### src/shared/flash_cmd_pkg.sv
// Opcodes, address masks, counts and state types of the flash command sequencer
package flash_cmd_pkg;

   localparam logic [7:0] OP_WRITE_UNLOCK_CMD = 8'h06;
   localparam logic [7:0] OP_FOUR_LANE_PAGE_LOAD = 8'h32;
   localparam logic [7:0] OP_FOUR_LANE_LOAD_WIDE_ADDR = 8'h34;
   localparam logic [7:0] OP_SMALL_UNIT_WIPE = 8'h20;
   localparam logic [7:0] OP_SMALL_UNIT_WIPE_WIDE_ADDR = 8'h21;
   localparam logic [7:0] OP_HALF_BLOCK_WIPE = 8'h52;
   localparam logic [7:0] OP_HALF_BLOCK_WIPE_WIDE_ADDR = 8'h53;
   localparam logic [7:0] OP_FULL_BLOCK_WIPE = 8'hd8;
   localparam logic [7:0] OP_FULL_BLOCK_WIPE_WIDE_ADDR = 8'hdc;
   localparam logic [7:0] OP_ARRAY_WIPE_A = 8'h60;
   localparam logic [7:0] OP_ARRAY_WIPE_B = 8'hc7;

   localparam logic [5:0] BITS_OPC = 6'h08;
   localparam logic [5:0] BITS_ADDR3 = 6'h18;
   localparam logic [5:0] BITS_ADDR4 = 6'h20;
   localparam logic [5:0] LANE_1 = 6'h01;
   localparam logic [5:0] LANE_4 = 6'h04;

   localparam logic [31:0] MASK_BYTE = 32'hffff_ffff;
   localparam logic [31:0] MASK_UNIT = 32'hffff_f000;
   localparam logic [31:0] MASK_HALF = 32'hffff_8000;
   localparam logic [31:0] MASK_BLOCK = 32'hffff_0000;
   localparam logic [31:0] MASK_ARRAY = 32'h0000_0000;

   localparam logic [8:0] PAGE_BYTES = 9'h100;
   localparam logic [2:0] LAST_BYTE = 3'h7;
   localparam int WORD_W = 64;
   localparam int FIFO_DEPTH = 32;

   typedef enum logic [2:0] {
      ST_IDLE, ST_OPC, ST_ADDR, ST_DATA, ST_END, ST_SKIP, ST_CHECK
   } seq_st_t;

   typedef enum logic [2:0] {
      K_NONE, K_LOAD, K_UNIT, K_HALF, K_BLOCK, K_ARRAY
   } op_kind_t;

endpackage : flash_cmd_pkg

### src/verilog/pin_sync.sv
// Two-stage synchroniser for a group of pin levels
`timescale 1ns/10ps
`default_nettype none

module pin_sync #(
   parameter int W = 1
) (
   input wire logic sys_clk,
   input wire logic rst,
   input wire logic [W-1:0] d,
   output logic [W-1:0] q
);

   typedef struct packed {
      logic [W-1:0] s1;
      logic [W-1:0] s2;
   } sync_s_t;

   sync_s_t r;
   sync_s_t n;

   // First stage feeds only the second
   always_comb begin
      n.s1 = d;
      n.s2 = r.s1;
   end

   always_ff @(posedge sys_clk or posedge rst) begin
      if (rst) begin
         r <= '0;
      end else begin
         r <= n;
      end
   end

   assign q = r.s2;

endmodule : pin_sync

`default_nettype wire

### src/verilog/page_fifo.sv
// Page buffer FIFO with registered read stage and drain gate
`timescale 1ns/10ps
`default_nettype none

module page_fifo #(
   parameter int W = 64,
   parameter int D = 32
) (
   input wire logic sys_clk,
   input wire logic rst,
   input wire logic flush,
   input wire logic in_valid,
   input wire logic [W-1:0] in_data,
   output logic in_ready,
   input wire logic out_en,
   input wire logic out_ready,
   output logic out_valid,
   output logic [W-1:0] out_data,
   output logic empty
);

   localparam int AW = $clog2(D);
   localparam logic [AW:0] FULL = (AW+1)'(D);
   localparam logic [AW-1:0] LAST = (AW)'(D - 1);

   typedef struct packed {
      logic [D-1:0][W-1:0] mem;
      logic [AW-1:0] wp;
      logic [AW-1:0] rp;
      logic [AW:0] cnt;
      logic [W-1:0] q;
      logic qv;
   } fifo_s_t;

   fifo_s_t r;
   fifo_s_t n;

   assign in_ready = (r.cnt != FULL);
   assign out_valid = r.qv;
   assign out_data = r.q;
   assign empty = (r.cnt == '0) && !r.qv;

   // Pointers wrap by hand so a depth off a power of two still works
   always_comb begin
      n = r;
      if (out_ready) begin
         n.qv = 1'b0;
      end
      if (in_valid && in_ready) begin
         n.mem[r.wp] = in_data;
         n.wp = (r.wp == LAST) ? '0 : r.wp + 1'b1;
         n.cnt = n.cnt + 1'b1;
      end
      // Read stage only loads while the owner lets it drain
      if (out_en && !n.qv && r.cnt != '0) begin
         n.q = r.mem[r.rp];
         n.qv = 1'b1;
         n.rp = (r.rp == LAST) ? '0 : r.rp + 1'b1;
         n.cnt = n.cnt - 1'b1;
      end
      if (flush) begin
         n.wp = '0;
         n.rp = '0;
         n.cnt = '0;
         n.qv = 1'b0;
      end
   end

   always_ff @(posedge sys_clk or posedge rst) begin
      if (rst) begin
         r <= '0;
      end else begin
         r <= n;
      end
   end

endmodule : page_fifo

`default_nettype wire

### src/verilog/flash_seq.sv
// Four-lane page load and array wipe command sequencer of the serial flash
`timescale 1ns/10ps
`default_nettype none

module flash_seq #(
   parameter logic [23:0] PROG_CYC = 24'h000100,
   parameter logic [23:0] ERASE_CYC = 24'h000400,
   parameter logic [23:0] CHIP_CYC = 24'h001000
) (
   input wire logic sys_clk,
   input wire logic rst,
   input wire logic sck,
   input wire logic cs_n,
   input wire logic [3:0] io_in,
   input wire logic quad_en,
   input wire logic four_lane_cmd_mode,
   input wire logic addr_len_sel,
   input wire logic chk_prot,
   input wire logic err_clr,
   input wire logic prog_ready,
   output logic op_in_progress,
   output logic write_latch,
   output logic erase_err,
   output logic prog_err,
   output logic chk_req,
   output logic array_go,
   output flash_cmd_pkg::op_kind_t array_kind,
   output logic [31:0] array_addr,
   output logic [8:0] array_len,
   output logic prog_valid,
   output logic [63:0] prog_data
);

   ////////////////////////////////////////////////////////////////////////
   // State

   typedef struct packed {
      flash_cmd_pkg::seq_st_t st;
      flash_cmd_pkg::op_kind_t kind;
      logic sck_d;
      logic cs_d;
      logic [5:0] cnt;
      logic [7:0] opc;
      logic [31:0] addr;
      logic wide;
      logic ph;
      logic [3:0] hi;
      logic [8:0] len;
      logic [2:0] bidx;
      logic [63:0] word;
      logic wl;
      logic run;
      logic drain;
      logic go;
      logic chk;
      logic eerr;
      logic perr;
      logic [23:0] tmr;
   } seq_s_t;

   seq_s_t r;
   seq_s_t n;

   logic [5:0] pins;
   logic s_sck;
   logic s_act;
   logic [3:0] s_io;
   logic sck_rise;
   logic sel_on;
   logic sel_off;
   logic ql;
   logic [5:0] lanes;
   logic [5:0] ncnt;
   logic [7:0] nop;
   logic [7:0] byte_in;
   logic [31:0] amask;
   logic [23:0] tload;
   logic push;
   logic flush;
   logic [63:0] push_word;
   logic fifo_ready;
   logic fifo_empty;

   ////////////////////////////////////////////////////////////////////////
   // Pin capture

   // Select inverted ahead of the first stage so reset reads as idle
   pin_sync #(
      .W(6)
   ) u_sync (
      .sys_clk(sys_clk),
      .rst(rst),
      .d({sck, ~cs_n, io_in}),
      .q(pins)
   );

   assign s_sck = pins[5];
   assign s_act = pins[4];
   assign s_io = pins[3:0];

   // Edges from the synchronised copies only
   assign sck_rise = s_sck && !r.sck_d;
   assign sel_on = s_act && !r.cs_d;
   assign sel_off = !s_act && r.cs_d;

   ////////////////////////////////////////////////////////////////////////
   // Page buffer

   page_fifo #(
      .W(flash_cmd_pkg::WORD_W),
      .D(flash_cmd_pkg::FIFO_DEPTH)
   ) u_fifo (
      .sys_clk(sys_clk),
      .rst(rst),
      .flush(flush),
      .in_valid(push),
      .in_data(push_word),
      .in_ready(fifo_ready),
      .out_en(r.drain),
      .out_ready(prog_ready),
      .out_valid(prog_valid),
      .out_data(prog_data),
      .empty(fifo_empty)
   );

   ////////////////////////////////////////////////////////////////////////
   // Next state

   always_comb begin
      n = r;
      push = 1'b0;
      flush = 1'b0;
      push_word = r.word;
      ql = four_lane_cmd_mode;
      lanes = ql ? flash_cmd_pkg::LANE_4 : flash_cmd_pkg::LANE_1;
      ncnt = r.cnt + lanes;
      nop = ql ? {r.opc[3:0], s_io} : {r.opc[6:0], s_io[0]};
      byte_in = {r.hi, s_io};
      case (r.kind)
         flash_cmd_pkg::K_UNIT: amask = flash_cmd_pkg::MASK_UNIT;
         flash_cmd_pkg::K_HALF: amask = flash_cmd_pkg::MASK_HALF;
         flash_cmd_pkg::K_BLOCK: amask = flash_cmd_pkg::MASK_BLOCK;
         flash_cmd_pkg::K_ARRAY: amask = flash_cmd_pkg::MASK_ARRAY;
         default: amask = flash_cmd_pkg::MASK_BYTE;
      endcase
      case (r.kind)
         flash_cmd_pkg::K_LOAD: tload = PROG_CYC;
         flash_cmd_pkg::K_ARRAY: tload = CHIP_CYC;
         default: tload = ERASE_CYC;
      endcase
      n.sck_d = s_sck;
      n.cs_d = s_act;
      n.go = 1'b0;
      n.chk = 1'b0;

      // Clear first, so a set in this cycle still lands
      if (err_clr) begin
         n.eerr = 1'b0;
         n.perr = 1'b0;
      end

      if (r.run) begin
         if (r.tmr != '0) begin
            n.tmr = r.tmr - 24'h000001;
         end else if (!r.drain || fifo_empty) begin
            n.run = 1'b0;
            n.drain = 1'b0;
            n.wl = 1'b0;
         end
      end

      // One-cycle protection query, answered by array logic
      if (r.st == flash_cmd_pkg::ST_CHECK) begin
         n.st = flash_cmd_pkg::ST_IDLE;
         if (chk_prot) begin
            n.wl = 1'b0;
            if (r.kind == flash_cmd_pkg::K_LOAD) begin
               n.perr = 1'b1;
               flush = 1'b1;
            end else begin
               n.eerr = 1'b1;
            end
         end else begin
            n.run = 1'b1;
            n.go = 1'b1;
            n.tmr = tload;
            n.drain = (r.kind == flash_cmd_pkg::K_LOAD);
         end
      end else if (sel_off) begin
         n.st = flash_cmd_pkg::ST_IDLE;
         if (r.st == flash_cmd_pkg::ST_END) begin
            if (r.kind == flash_cmd_pkg::K_NONE) begin
               n.wl = 1'b1;
            end else begin
               n.st = flash_cmd_pkg::ST_CHECK;
               n.chk = 1'b1;
               n.addr = r.addr & amask;
            end
         end else if (r.st == flash_cmd_pkg::ST_DATA) begin
            if (!r.ph && r.len != '0) begin
               n.st = flash_cmd_pkg::ST_CHECK;
               n.chk = 1'b1;
               push = (r.bidx != '0);
            end else begin
               flush = 1'b1;
            end
         end
      end else if (sel_on) begin
         n.st = flash_cmd_pkg::ST_OPC;
         n.kind = flash_cmd_pkg::K_NONE;
         n.cnt = '0;
         n.addr = '0;
         n.len = '0;
         n.bidx = '0;
         n.ph = 1'b0;
         n.word = '1;
      end else if (sck_rise && s_act) begin
         case (r.st)
            flash_cmd_pkg::ST_OPC: begin
               n.opc = nop;
               n.cnt = ncnt;
               if (ncnt == flash_cmd_pkg::BITS_OPC) begin
                  n.cnt = '0;
                  n.wide = addr_len_sel || nop inside {
                     flash_cmd_pkg::OP_FOUR_LANE_LOAD_WIDE_ADDR,
                     flash_cmd_pkg::OP_SMALL_UNIT_WIPE_WIDE_ADDR,
                     flash_cmd_pkg::OP_HALF_BLOCK_WIPE_WIDE_ADDR,
                     flash_cmd_pkg::OP_FULL_BLOCK_WIPE_WIDE_ADDR};
                  case (nop)
                     flash_cmd_pkg::OP_FOUR_LANE_PAGE_LOAD,
                     flash_cmd_pkg::OP_FOUR_LANE_LOAD_WIDE_ADDR: begin
                        n.kind = flash_cmd_pkg::K_LOAD;
                     end
                     flash_cmd_pkg::OP_SMALL_UNIT_WIPE,
                     flash_cmd_pkg::OP_SMALL_UNIT_WIPE_WIDE_ADDR: begin
                        n.kind = flash_cmd_pkg::K_UNIT;
                     end
                     flash_cmd_pkg::OP_HALF_BLOCK_WIPE,
                     flash_cmd_pkg::OP_HALF_BLOCK_WIPE_WIDE_ADDR: begin
                        n.kind = flash_cmd_pkg::K_HALF;
                     end
                     flash_cmd_pkg::OP_FULL_BLOCK_WIPE,
                     flash_cmd_pkg::OP_FULL_BLOCK_WIPE_WIDE_ADDR: begin
                        n.kind = flash_cmd_pkg::K_BLOCK;
                     end
                     flash_cmd_pkg::OP_ARRAY_WIPE_A,
                     flash_cmd_pkg::OP_ARRAY_WIPE_B: begin
                        n.kind = flash_cmd_pkg::K_ARRAY;
                     end
                     default: begin
                        n.kind = flash_cmd_pkg::K_NONE;
                     end
                  endcase
                  n.st = flash_cmd_pkg::ST_SKIP;
                  if (!r.run && r.wl && n.kind != flash_cmd_pkg::K_NONE) begin
                     n.st = (n.kind == flash_cmd_pkg::K_ARRAY) ?
                        flash_cmd_pkg::ST_END : flash_cmd_pkg::ST_ADDR;
                  end
                  if (n.kind == flash_cmd_pkg::K_LOAD && !quad_en) begin
                     n.st = flash_cmd_pkg::ST_SKIP;
                  end
                  if (!r.run && nop == flash_cmd_pkg::OP_WRITE_UNLOCK_CMD) begin
                     n.st = flash_cmd_pkg::ST_END;
                  end
               end
            end
            flash_cmd_pkg::ST_ADDR: begin
               n.addr = ql ? {r.addr[27:0], s_io} : {r.addr[30:0], s_io[0]};
               n.cnt = ncnt;
               if (ncnt == (r.wide ? flash_cmd_pkg::BITS_ADDR4
                                   : flash_cmd_pkg::BITS_ADDR3)) begin
                  n.cnt = '0;
                  n.st = (r.kind == flash_cmd_pkg::K_LOAD) ?
                     flash_cmd_pkg::ST_DATA : flash_cmd_pkg::ST_END;
               end
            end
            flash_cmd_pkg::ST_DATA: begin
               // four bits a clock, one page
               n.ph = !r.ph;
               n.hi = s_io;
               if (r.ph && r.len < flash_cmd_pkg::PAGE_BYTES && fifo_ready) begin
                  n.len = r.len + 9'h001;
                  n.bidx = r.bidx + 3'h1;
                  n.word[r.bidx*8 +: 8] = byte_in;
                  if (r.bidx == flash_cmd_pkg::LAST_BYTE) begin
                     push = 1'b1;
                     push_word = n.word;
                     n.word = '1;
                  end
               end
            end
            flash_cmd_pkg::ST_END: begin
               n.st = flash_cmd_pkg::ST_SKIP;
            end
            default: begin
               n.st = r.st;
            end
         endcase
      end
   end

   // Single register bank for the whole sequencer
   always_ff @(posedge sys_clk or posedge rst) begin
      if (rst) begin
         r <= '0;
      end else begin
         r <= n;
      end
   end

   ////////////////////////////////////////////////////////////////////////
   // Outputs

   assign op_in_progress = r.run;
   assign write_latch = r.wl;
   assign erase_err = r.eerr;
   assign prog_err = r.perr;
   assign chk_req = r.chk;
   assign array_go = r.go;
   assign array_kind = r.kind;
   assign array_addr = r.addr;
   assign array_len = r.len;
endmodule : flash_seq

`default_nettype wire

### config.mk
export PLATFORM = sky130hd
export DESIGN_NAME = flash_seq
export DESIGN_NICKNAME = d
export VERILOG_FILES = /design/src/shared/flash_cmd_pkg.sv /design/src/verilog/pin_sync.sv /design/src/verilog/page_fifo.sv /design/src/verilog/flash_seq.sv
export SDC_FILE = /design/constraint.sdc
export NUM_CORES = 2
export LEC_CHECK = 0
export BUFFER_PORTS_ARGS = -buffer_cell sky130_fd_sc_hd__buf_2
export CAP_MARGIN = 10
export CORE_ASPECT_RATIO = 1.75
export CORE_UTILIZATION = 40
export DETAILED_ROUTE_END_ITERATION = 10
export GPL_ROUTABILITY_DRIVEN = 0
export MAX_ROUTING_LAYER = met4
export PLACE_DENSITY_LB_ADDON = 0.12
export SYNTH_ARGS = -nofsm -noshare
export SYNTH_HDL_FRONTEND = slang
export SYNTH_SLANG_ARGS = --single-unit
### constraint.sdc
create_clock -name sys_clk -period 81 [get_ports sys_clk]
set_input_delay 8.1 -clock sys_clk [delete_from_list [all_inputs] [get_ports sys_clk]]
set_output_delay 8.1 -clock sys_clk [all_outputs]
set_load 0.01 [all_outputs]
==> results.cfg <==
[synth]
synth_edf_count = 0
synth_nets = 9367
synth_seq_area_share_pct = 56.4
syn_avg_cell_area_sq_um = 11.0
synth.distinct_cells = 74
ys_warn_count = 0
synthFlopType = dfrtp_1
netlist_instances = 9328
synth-async-reset-ratio_pct = 100
synth_area_sq_um = 102000
ys_seq_elements = 2307

[worst_setup_path]
path_buf_inv = 8
cp_slowest_stage_delay_ps = 830
regToRegSetupSlack_ps = 74610
crit_slowest_cell = buf_4
reg2regPathDepth = 8
path_class = in -> async
crit_cells = 8
reg2reg_from = u_fifo.r[71]
path_common_cell = buf_4
cp_cell_sequence = buf_2 > inv_8 > buf_12 > buf_4 > buf_4 > buf_4 > buf_4 > buf_4
cp_max_fo = 182
worstPathArrival_ps = 13630
r2r_end = u_fifo.out_data[51]
cp_top_family = buffers and inverters
crit_required_ps = 81910
endpoint_kind = asynchronous set/reset pin
cp-start-kind = primary input
startpoint = rst

[placement]
hpwl_mm = 180
dp_slack_ps = 67150
port_buffers = 128

[clocking]
post_cts_resize_count = 0
cts.sinks = 2307
cts_hold_buf = 0
cts_tree = done
clock_path_buffers = 4
insertion_delay_ps = 910
cts_root_buffer = clkbuf_16
clk_pin_slew_ps = 70
cts_buffers = 225
htreeDepth = 4
cts_setup_buffers = 0

[layout]
mostFrequentLayoutCell = dfrtp_1
drive_above_1_share_pct = 16.5
n_fill_cell = 23900
syn_to_final_growth_pct = 9.88
multi_input_area_sq_um = 40700
final_net_count = 8899
seqCellArea_sq_um = 57800
mostFrequentLayoutCells = dfrtp_1 (2301), nand2_1 (2260), o21ai_0 (2216)

[pwr]
power.leakage_nw = 48.7
irDropWorstVdd_uv = 22.1
total_power_mw = 2.81
powerDensity_nw_per_um2 = 25.0

[routing]
ant_nets = 0
drt-total-wl_mm = 315
first_pass_iters = 5
dr.first_iter.drc_count = 4739
drc_errors = 0
avgRoutedWirePerCell_um = 25.4
routed_via_density = 5.53
dr_total_vias = 68400

[hold_path]
hold_end = u_sync.q[5]
min_path_type = reg -> reg
whs_path_depth = 0
min-delay-start = u_sync.n[5]

[global_route]
antenna_found_initial = 5
grt_usage_pct = 25.4
grt_first_pass_wirelength_mm = 476
grt_pass1_vias = 69900
grt_max_degree = 183
grt_overflow = 0

[sta]
holdWs_ps = 346
hold_viol = 0
rsz0062_at_grt = no
worst_pin_slew_ps = 1240
worst_slack_ps = 68290
finalMaxSlewViolations = 0
max_clock_freq_mhz = 78.7
min_period_over_period_pct = 15.7
skew_ps = 74.7
setup_violations = 0
period_needed_ps = 12710
fin_tns_setup_ps = 0
maxSlewHeadroom_pct = 17.3

[floorplanning]
start_util_pct = 40.2
top_level_ports = 129
die_h_um = 671
num_rows = 245
fp.dieW_um = 384
die_area_sq_um = 258000
core-area_sq_um = 254000

[flow_run]
max_cap_violations = 0

[status]
outcome = finished clean
[per-stage QoR]
stage	cell area, sq um	util, %	cells
CTS	112000	44.2	12400
finish	112000	44.2	12400
global route	112000	44.2	12400
detailed placement	105000	41.2	12000
floorplan	102000	-	9328
global placement	105000	41.2	12000
[sequential cells by signal (all words and copies together) (netlist names)]
signal            flops
u_fifo.out_valid      1
array_kind            3
array_addr           32
array_go              1
r                   112
u_fifo.out_data      64
array_len             9
u_sync.n              6
prog_err              1
chk_req               1
write_latch           1
u_sync.q              6
erase_err             1
u_fifo.r           2064
op_in_progress        1
byte_in               4
[worst max-delay path by stage]
stage / endpoint / slack (ps)
6_report: array_addr[2] / 68290
4_1_cts: r[3] / 68080
5_1_grt: array_addr[2] / 67470
3_5_place_dp: array_addr[28] / 67150
2_1_floorplan: array_addr[0] / 7710
3_3_place_gp: array_addr[27] / 67300
[report_power, final]
group,leakage [nW],internal [mW],switching [mW]
combinational,13.0,0.172,0.318
sequential,31.9,1.17,0.0525
clock,3.74,0.623,0.470
[cell families after synthesis]
logic type                 synth area share (%)
DFF                                        56.4
muxes                                      15.8
AOI/OAI and AO/OA                          12.2
xor gates and xnor gates                  0.325
adders and majority gates                 0.306
and+or+nand+nor                            10.4
buffers and inverters                      4.60
[Yosys cell counts, drive strengths merged (3+ instances only)]
cell | number | share of area (%)
o2bb2ai | 4 | 0.034
nor3 | 23 | 0.12
nor2 | 165 | 0.61
clkbuf | 619 | 2.3
or3 | 8 | 0.049
o41ai | 3 | 0.026
o22ai | 4 | 0.024
nor4b | 6 | 0.051
nor4 | 13 | 0.10
mux2i | 152 | 1.5
a22o | 6 | 0.051
xnor2 | 16 | 0.14
nor2b | 9 | 0.055
and2 | 4 | 0.024
nand2b | 10 | 0.061
a31oi | 53 | 0.32
nand3b | 26 | 0.19
xor2 | 22 | 0.19
nand4 | 7 | 0.043
a2111oi | 3 | 0.044
dfrtp | 2307 | 56
or2 | 4 | 0.024
nor3b | 15 | 0.11
ha | 25 | 0.31
a211oi | 4 | 0.029
buf | 400 | 2.2
a21oi | 101 | 0.51
a21o | 3 | 0.022
and3 | 19 | 0.12
nor4bb | 4 | 0.039
inv | 32 | 0.12
or4 | 6 | 0.053
mux4 | 640 | 14
mux2 | 25 | 0.27
nand3 | 57 | 0.29
o31ai | 7 | 0.051
o21ai | 2231 | 11
and3b | 7 | 0.060
nand2 | 2264 | 8.3
[routing by layer]
layer	share of wire (%)	GRT usage [%]	vias to the layer above	routed length (um)
met5	0	-	-	0
met4	2.6	6.65	0	8320
met3	3.3	2.40	449	10400
met2	52	43.8	1336	163000
met1	42	32.0	35300	133000
li1	-	-	31300	-
[area by class of cell]
type	instances	area share (%)
Sequential cell	2307	51.3
Multi-Input combinational cell	5968	36.1
Clock buffer	320	5.89
Tap cell	3334	3.71
Timing Repair Buffer	325	1.99
Clock inverter	78	0.808
Inverter	33	0.117
Antenna cell	2	0.00445
Note: power is estimated with default switching activity, not from simulation.
